<file path="src/hw/bus_cycle_consts.vh">
// Constants for the external bus cycle phase sequencer.
// Included by bus cycle design files; definitions only.
`ifndef BUS_CYCLE_CONSTS_VH
`define BUS_CYCLE_CONSTS_VH
`define CS_COUNT 4
`define CS_SEL_W 2
`define TIMING_W 16
// Field layout of one chip-select timing word
`define F_AB_LSB 0
`define F_WIN_LSB 1
`define F_WIN_MSB 2
`define F_C_LSB 3
`define F_C_MSB 4
`define F_D_LSB 5
`define F_E_LSB 6
`define F_E_MSB 10
`define F_F_LSB 11
`define F_F_MSB 12
`define CNT_W 6
`define CNT_ZERO 6'h00
`define CNT_ONE 6'h01
`define PH_IDLE 6'h01
`define PH_AB 6'h02
`define PH_C 6'h04
`define PH_D 6'h08
`define PH_E 6'h10
`define PH_F 6'h20
`endif

</file>
<file path="src/hw/external_bus_controller.v">
// External bus cycle phase sequencer.
// Assumes request and timing words come from logic on core_clk.
`include "bus_cycle_consts.vh"
`timescale 1ns/1ns
`default_nettype none
module external_bus_controller (
  input wire core_clk,
  input wire reset,
  input wire cpu_clock_halving_select,
  input wire [`CS_COUNT*`TIMING_W-1:0] chip_select_timing_regs,
  input wire req_valid,
  input wire [`CS_SEL_W-1:0] req_cs,
  input wire req_write,
  input wire [23:0] req_addr,
  input wire [15:0] req_wdata,
  output wire req_ready,
  output reg [5:0] phase_q,
  output reg cycle_done_q,
  output reg [23:0] bus_addr_q,
  output reg [15:0] bus_wdata_q,
  output reg bus_addr_oe_q,
  output reg bus_data_oe_q,
  output reg cmd_strobe_q,
  output reg write_q,
  output reg [`CS_COUNT-1:0] cs_active_q
);
  wire cpu_en;
  reg [`CNT_W-1:0] count_q;
  reg [`CS_SEL_W-1:0] cs_q;
  reg [`CS_SEL_W-1:0] last_cs_q;
  reg first_q;
  reg [5:0] phase_d;
  reg [`CNT_W-1:0] count_d;
  wire [`TIMING_W-1:0] tw;
  wire [`TIMING_W-1:0] req_tw;
  wire [`CNT_W-1:0] len_ab;
  wire [`CNT_W-1:0] len_c;
  wire [`CNT_W-1:0] len_d;
  wire [`CNT_W-1:0] len_e;
  wire [`CNT_W-1:0] len_f;
  wire win_change;
  wire last_tick;

  cpu_clock_enable cpu_clock_enable_inst (
    .core_clk(core_clk),
    .reset(reset),
    .cpu_clock_halving_select(cpu_clock_halving_select),
    .cpu_clock_period(cpu_en)
  );

  // Timing word of the region being served
  assign tw = chip_select_timing_regs[cs_q*`TIMING_W +: `TIMING_W];
  assign req_tw = chip_select_timing_regs[req_cs*`TIMING_W +: `TIMING_W];
  // Window change: other region than last cycle, or first cycle
  // Limitation: region granularity only, address bits are not compared
  assign win_change = first_q | (req_cs != last_cs_q);
  // Setup length 1..2 plus 0..3 on window change
  assign len_ab = `CNT_ONE + {5'h00, req_tw[`F_AB_LSB]}
    + (win_change ? {4'h0, req_tw[`F_WIN_MSB:`F_WIN_LSB]} : `CNT_ZERO);
  assign len_c = {4'h0, tw[`F_C_MSB:`F_C_LSB]};
  assign len_d = {5'h00, tw[`F_D_LSB]};
  assign len_e = `CNT_ONE + {1'b0, tw[`F_E_MSB:`F_E_LSB]};
  assign len_f = {4'h0, tw[`F_F_MSB:`F_F_LSB]};
  assign last_tick = (count_q == `CNT_ONE);
  // Accept only at an idle CPU edge, so setup starts aligned
  // Costs one idle CPU period between cycles, but no phase overlap
  assign req_ready = (phase_q == `PH_IDLE) & cpu_en;

  // Zero-length phases are skipped in the same edge
  always @*
  begin
    phase_d = phase_q;
    count_d = count_q;
    case (phase_q)
      `PH_IDLE:
      begin
        if (req_valid)
        begin
          phase_d = `PH_AB;
          count_d = len_ab;
        end
      end
      `PH_AB:
      begin
        count_d = count_q - `CNT_ONE;
        if (last_tick)
        begin
          if (len_c != `CNT_ZERO)
          begin
            phase_d = `PH_C;
            count_d = len_c;
          end
          else if (len_d != `CNT_ZERO)
          begin
            phase_d = `PH_D;
            count_d = len_d;
          end
          else
          begin
            phase_d = `PH_E;
            count_d = len_e;
          end
        end
      end
      `PH_C:
      begin
        count_d = count_q - `CNT_ONE;
        if (last_tick)
        begin
          if (len_d != `CNT_ZERO)
          begin
            phase_d = `PH_D;
            count_d = len_d;
          end
          else
          begin
            phase_d = `PH_E;
            count_d = len_e;
          end
        end
      end
      `PH_D:
      begin
        phase_d = `PH_E;
        count_d = len_e;
      end
      `PH_E:
      begin
        count_d = count_q - `CNT_ONE;
        if (last_tick)
        begin
          if (len_f != `CNT_ZERO)
          begin
            phase_d = `PH_F;
            count_d = len_f;
          end
          else
            phase_d = `PH_IDLE;
        end
      end
      `PH_F:
      begin
        count_d = count_q - `CNT_ONE;
        if (last_tick)
          phase_d = `PH_IDLE;
      end
      default:
      begin
        phase_d = `PH_IDLE;
        count_d = `CNT_ZERO;
      end
    endcase
  end

  genvar g;
  generate
    for (g = 0; g < `CS_COUNT; g = g + 1)
    begin : g_cs
      always @(posedge core_clk)
      begin
        if (reset)
          cs_active_q[g] <= 1'b0;
        else if (cpu_en)
          cs_active_q[g] <= (phase_d != `PH_IDLE) &&
            (((phase_q == `PH_IDLE) ? req_cs : cs_q) == g);
      end
    end
  endgenerate

  // All state moves only on CPU clock edges
  always @(posedge core_clk)
  begin
    if (reset)
    begin
      phase_q <= `PH_IDLE;
      count_q <= `CNT_ZERO;
      cs_q <= {`CS_SEL_W{1'b0}};
      last_cs_q <= {`CS_SEL_W{1'b0}};
      first_q <= 1'b1;
      cycle_done_q <= 1'b0;
      bus_addr_q <= 24'h000000;
      bus_wdata_q <= 16'h0000;
      bus_addr_oe_q <= 1'b0;
      bus_data_oe_q <= 1'b0;
      cmd_strobe_q <= 1'b0;
      write_q <= 1'b0;
    end
    else if (cpu_en)
    begin
      phase_q <= phase_d;
      count_q <= count_d;
      // Stands a whole CPU period, so half-rate watchers see it
      cycle_done_q <= (phase_q != `PH_IDLE) && (phase_d == `PH_IDLE);
      if (phase_q == `PH_IDLE && req_valid)
      begin
        cs_q <= req_cs;
        last_cs_q <= req_cs;
        first_q <= 1'b0;
        bus_addr_q <= req_addr;
        bus_wdata_q <= req_wdata;
        write_q <= req_write;
      end
      // Address held through hold phase
      bus_addr_oe_q <= (phase_d != `PH_IDLE);
      // Write data from D onward, kept through hold
      bus_data_oe_q <= write_q && ((phase_d == `PH_E) || (phase_d == `PH_F) ||
        (phase_d == `PH_D));
      cmd_strobe_q <= (phase_d == `PH_E);
    end
  end
endmodule // external_bus_controller
`default_nettype wire

</file>
<file path="src/hw/cpu_clock_enable.v">
// CPU clock enable: every master clock, or every second one.
// Assumes core_clk is the master clock and the select is synchronous.
`timescale 1ns/1ns
`default_nettype none
module cpu_clock_enable (
  input wire core_clk,
  input wire reset,
  input wire cpu_clock_halving_select,
  output wire cpu_clock_period
);
  reg toggle_q;
  always @(posedge core_clk)
  begin
    if (reset)
      toggle_q <= 1'b0;
    else
      toggle_q <= ~toggle_q;
  end
  // Full rate or master divided by two
  assign cpu_clock_period = cpu_clock_halving_select ? toggle_q : 1'b1;
endmodule // cpu_clock_enable
`default_nettype wire

</file>
<file path="config.mk">
export PLATFORM = sky130hd
export DESIGN_NAME = external_bus_controller
export DESIGN_NICKNAME = d
export VERILOG_FILES = /design/src/hw/external_bus_controller.v /design/src/hw/cpu_clock_enable.v
export VERILOG_INCLUDE_DIRS = /design/src /design/src/hw
export SDC_FILE = /design/constraint.sdc
export NUM_CORES = 1
export LEC_CHECK = 0
export CORE_ASPECT_RATIO = 1.75
export CORE_MARGIN = 1
export CORE_UTILIZATION = 45
export DETAILED_ROUTE_END_ITERATION = 8
export DONT_BUFFER_PORTS = 1
export PLACE_DENSITY_LB_ADDON = 0.05
export SYNTH_ARGS = -nofsm -noshare
export SYNTH_HDL_FRONTEND = slang
export SYNTH_SLANG_ARGS = --single-unit
export TNS_END_PERCENT = 30
</file>
<file path="constraint.sdc">
create_clock -name core_clk -period 3.3 [get_ports core_clk]
set_input_delay 0.165 -clock core_clk [delete_from_list [all_inputs] [get_ports core_clk]]
set_output_delay 0.165 -clock core_clk [all_outputs]
set_load 0.005 [all_outputs]
</file>
# Yosys cells after proc, flatten, opt, wreduce, memory -nomap -nowiden
# Index checks and enable logic that the tools add are counted.
# classes
n_mul	0
n_eq_ne	18
div_mod_pow	0
reduce_logical	14
addsub	4
shifts	2
bitwise_logic	3
n_lt_le_gt_ge	0
mux	20
# op_table
cell	count
$mux W6	13
$pmux W6 S6	2
$shiftx A64 B7 Y13	1
$shiftx A64 B7 Y3	1
$eq A32 B1 Y1 const B	1
$eq A32 B2 Y1 const B	1
$logic_not A32 Y1	1
$eq A6 B1 Y1 const B	3
$eq A6 B4 Y1 const B	2
$eq A6 B5 Y1 const B	2
$eq A6 B6 Y1 const B	2
$ne A6 B1 Y1 const B	2
$reduce_bool A6 Y1	2
$mux W5	2
$logic_and A1 B1 Y1	7
$add A1 B5 Y6 const A	1
$eq A6 B2 Y1 const B	1
$eq A6 B3 Y1 const B	1
$sub A6 B1 Y6 const B	1
$mux W2	2
$reduce_and A2 Y1	2
$add A2 B2 Y3	1
$add A1 B1 Y2 const A	1
$eq A2 B2 Y1 const B	1
7 further kinds	8
# totals
elab_cells	77
rom_bits	0
mem_bits_rw	0
n_memories	0
latchBits	0
input_bits	111
output_inout_bits	56
reg_bits	65

# Logic depth before layout (Yosys ltp)
# depth
word_depth	9
mapped_depth	12
ltp_nobuf	10

# Hierarchy
# Synthesis repeated with hierarchy kept, for this count alone.
# unflattened
cells_unflattened	398
area_unflattened_um2	3372.0
# modules_own_cells
mod	cells_each	seq_area_each_um2	area_per_inst_um2	instances
external_bus_controller	395	1281.2	3342.0	1
cpu_clock_enable	3	20.0	30.0	1

# Worst setup path before layout
# OpenSTA, ideal clock, no wires.
# synth_path
kind	register to register
start	register last_cs_q[0] (netlist name)
end	register count_q[4]
arrival_ns	2.214
synth_period_minus_slack_ns	2.294
required_time_ns	3.221
path_buffers	2
path_slack_ns	1.006
setup_ns	0.079
stages_incl_launch_ff	8
cell_sequence	dfxtp_1 > buf_6 > buf_4 > mux4_2 > or4_4 > and2_4 > a2bb2oi_1 > a211oi_2
# synth_lines
item	line	text
to (signal assigned)	external_bus_controller.v:176	count_q <= `CNT_ZERO;
to (signal assigned)	external_bus_controller.v:191	count_q <= count_d;
to (decl)	external_bus_controller.v:28	reg [`CNT_W-1:0] count_q;

# Worst setup path after layout
# layout_path
start	register phase_q[1]
end	register bus_wdata_q[3]
# layout_between
elab_chain_len	3
# layout_lines
item	line	text
from (decl)	external_bus_controller.v:17	output reg [5:0] phase_q,
from (signal assigned)	external_bus_controller.v:175	phase_q <= `PH_IDLE;
from (signal assigned)	external_bus_controller.v:190	phase_q <= phase_d;
$eq A6 B1 Y1	n/a	
$logic_and A1 B1 Y1	external_bus_controller.v:194	if (phase_q == `PH_IDLE && req_valid)
$reduce_and A2 Y1 (no line)	n/a	
to (signal assigned)	external_bus_controller.v:200	bus_wdata_q <= req_wdata;
to (decl)	external_bus_controller.v:20	output reg [15:0] bus_wdata_q,
# Every way passes these cells.
# A chain may end at the register's enable or synchronous reset.

==> flow_summary.ini <==
[status]
run_status = finished, final reports clean

[clock_tree]
cts_resized = 0
ctsRootBufferMaster = clkbuf_16
cts_setup_buffers = 0
numCtsBuffers = 9
clk_path_buf_depth = 2
clkSinkCount = 65
cts_tree = built
worstSkewPairLatency_ps = 320
clkTransAtPathRegs_ps = 60
cts.htree.levels = 3

[critical_path]
r2r_slack_ps = 290
r2r_cells = 7
timing.rr.start = phase_q[1]$_SDFFE_PP0P_
required_ps = 3510
critPathLaunchType = flip-flop
worst-path-max-fanout = 41
critPathArrivalTime_ps = 3230
end_kind = flip-flop
r2r_end = bus_wdata_q[3]$_SDFFE_PP0P_
path_class = flip-flop to flip-flop

[logic_synthesis]
synth_top_area_frac = 0.3920
synth_area_um2 = 3319
yosysSeqAreaShare = 0.3920
synth_area_leaders = dfxtp_1, nand2_1, a21oi_1, mux4_2, clkbuf_1
synth_edf_count = 0
syn_nets = 521
synthCells = 405
dominantRegCellSynth = dfxtp_1
synth_seq_cells = 65
async_flop_share = 0
avgSynthCellArea_um2 = 8.196
yosys.area.top_type = dfxtp_1
ys_warn_count = 0
ys_types = 58

[worst_hold_path]
hold_path_end = first_q$_SDFFE_PP1P_
hold_depth = 2
hold_path.class = input pin to flip-flop
hold_start = reset

[grt]
grt_pass1_wl_um = 13480
antenna_found_initial = 0
grt_max_degree = 56
overflow = 0
grt_pass1_vias = 2887
track_usage = 0.2319

[timing]
tns_ps = 0
holdWs_ps = 55.70
fmax_mhz = 331.7
relSlewSlack = 0.6126
finalHoldViolCount = 0
fin_crit_ps = 3015
tightest_slew_ps = 575.8
setup_viol = 0
slew_violations = 0
skew_ps = 6.479
fin_crit_sh = 0.9136
rsz0062_at_grt = false

[die]
fp.dieArea_um2 = 7738
die_w_um = 66.93
die_h_um = 115.6
start_util = 0.4622
row_count = 41
core_um2 = 7182
ios = 167

[place]
hpwl_um = 6224
place_congestion = 0.8458
port_buffers = 0
dpl.cell_count = 469

[detailed_routing]
via_count = 2976
avgViaCountPerCell = 5.626
wl_per_cell_um = 16.73
drc = 0
drt_first_iter_violations = 161
antenna_left = 0
drt_first_pass_iters = 4
wirelength_um = 8852

[power_and_ir_drop]
p_per_area_nw_per_um2 = 545.6
leakagePower_nw = 1.544
ir_drop_mv = 0.4402
power_mw = 2.263

[layout]
syn_to_final_growth_pct = 24.95
nNetsFinal = 554
final_util = 0.5775
drive_above_1_share = 0.1016
antenna_cells = 0
fin_cells = 529

[job]
cap_viol_max_count = 0
==> through the flow <==
step / cell area [um2] / worst slack, ps
2_1_floorplan: 3319 / 1006
3_3_place_gp: 3361 / 765.4
3_5_place_dp: 3361 / 745.4
4_1_cts: 4148 / 265.9
5_1_grt: 4148 / 150.9
6_report: 4148 / 285.1
==> critical path: stages, from the launching register on <==
cell and delay (ps):
dfxtp_1 410, or4_1 730, nor3_1 430, nand2_1 250, buf_4 330, nand2_1 120
a21oi_1 60, dlygate4sd3_1 550
==> kinds of logic (layout without fill, tap and decap cells) <==
| group | after synthesis | in the layout | synth area share |
|---|---|---|---|
| mux | 16 | 16 | 0.09763 |
| xor+xnor | 9 | 9 | 0.02375 |
| flops | 65 | 65 | 0.3920 |
| compound gates | 102 | 102 | 0.1885 |
| simple gates | 172 | 172 | 0.2352 |
| fa+ha+maj | 5 | 5 | 0.01885 |
| buf+inv | 36 | 74 | 0.04410 |
==> flip-flops by register name, indices dropped and copies added (netlist names), 2 cells and up <==
name / flops
last_cs_q: 2
phase_q: 6
count_q: 6
bus_addr_q: 24
cs_active_q: 4
bus_wdata_q: 16
==> repair_timing <==
| action | in CTS | in global routing |
|---|---|---|
| hold buffers | 44 | 0 |
| setup endpoints to repair | 0 | 0 |
| endpoints found under the hold margin | 55 | 0 |
==> cell usage after synthesis, types with 5 or more instances <==
cell type	instances
nand2_1	108
dfxtp_1	65
a21oi_1	60
clkbuf_1	23
nor2_1	15
mux4_2	13
nor3_1	13
o21ai_0	10
inv_1	9
xor2_1	6
and2_1	5
ha_1	5
nand2b_1	5
nor2b_1	5
==> final cells by class <==
type / instances / area [um2]
Fill cell: 672 / 3034
Multi-Input combinational cell: 304 / 1881
Sequential cell: 65 / 1301
Timing Repair Buffer: 49 / 495.5
Clock buffer: 10 / 239.0
Tap cell: 86 / 107.6
Clock inverter: 6 / 90.09
Inverter: 9 / 33.78
==> layer usage <==
layer  up-vias  GRT usage  routed length [um]
li1       1481          -                   -
met1      1377     0.2244                3121
met2       109     0.4424                5004
met3         9    0.06299                 623
met4         0    0.09645                 102
met5         -          0                   0
==> worst max-delay path by stage <==
stage	slack [ps]	startpoint	to
after floorplan	1010	last_cs_q[0]$_SDFFE_PP0P_	count_q[4]$_SDFFE_PP0P_
after global placement	770	last_cs_q[0]$_SDFFE_PP0P_	count_q[4]$_SDFFE_PP0P_
after detailed placement	750	last_cs_q[1]$_SDFFE_PP0P_	count_q[4]$_SDFFE_PP0P_
after CTS	270	phase_q[1]$_SDFFE_PP0P_	bus_wdata_q[3]$_SDFFE_PP0P_
after global routing	150	phase_q[1]$_SDFFE_PP0P_	bus_wdata_q[3]$_SDFFE_PP0P_
final	290	phase_q[1]$_SDFFE_PP0P_	bus_wdata_q[3]$_SDFFE_PP0P_
==> placed cells by master, fill, tap and decap left out, types with 5 or more instances in the layout <==
| master | synthesis | layout |
|---|---|---|
| nand2_1 | 108 | 108 |
| dfxtp_1 | 65 | 65 |
| a21oi_1 | 60 | 60 |
| dlygate4sd3_1 | 0 | 43 |
| nor2_1 | 15 | 15 |
| nor3_1 | 13 | 13 |
| mux4_2 | 13 | 13 |
| o21ai_0 | 10 | 10 |
| inv_1 | 9 | 9 |
| clkbuf_16 | 0 | 9 |
| xor2_1 | 6 | 6 |
| nor2b_1 | 5 | 5 |
| nand2b_1 | 5 | 5 |
| and2_1 | 5 | 5 |
| ha_1 | 5 | 5 |
| buf_4 | 1 | 5 |
==> report_power, final <==
part | switching, mW | internal (mW)
sequential | 0.0502 | 0.834
clock | 0.350 | 0.684
combinational | 0.184 | 0.162
total | 0.584 | 1.68
Power figures use the tool's default switching activity.
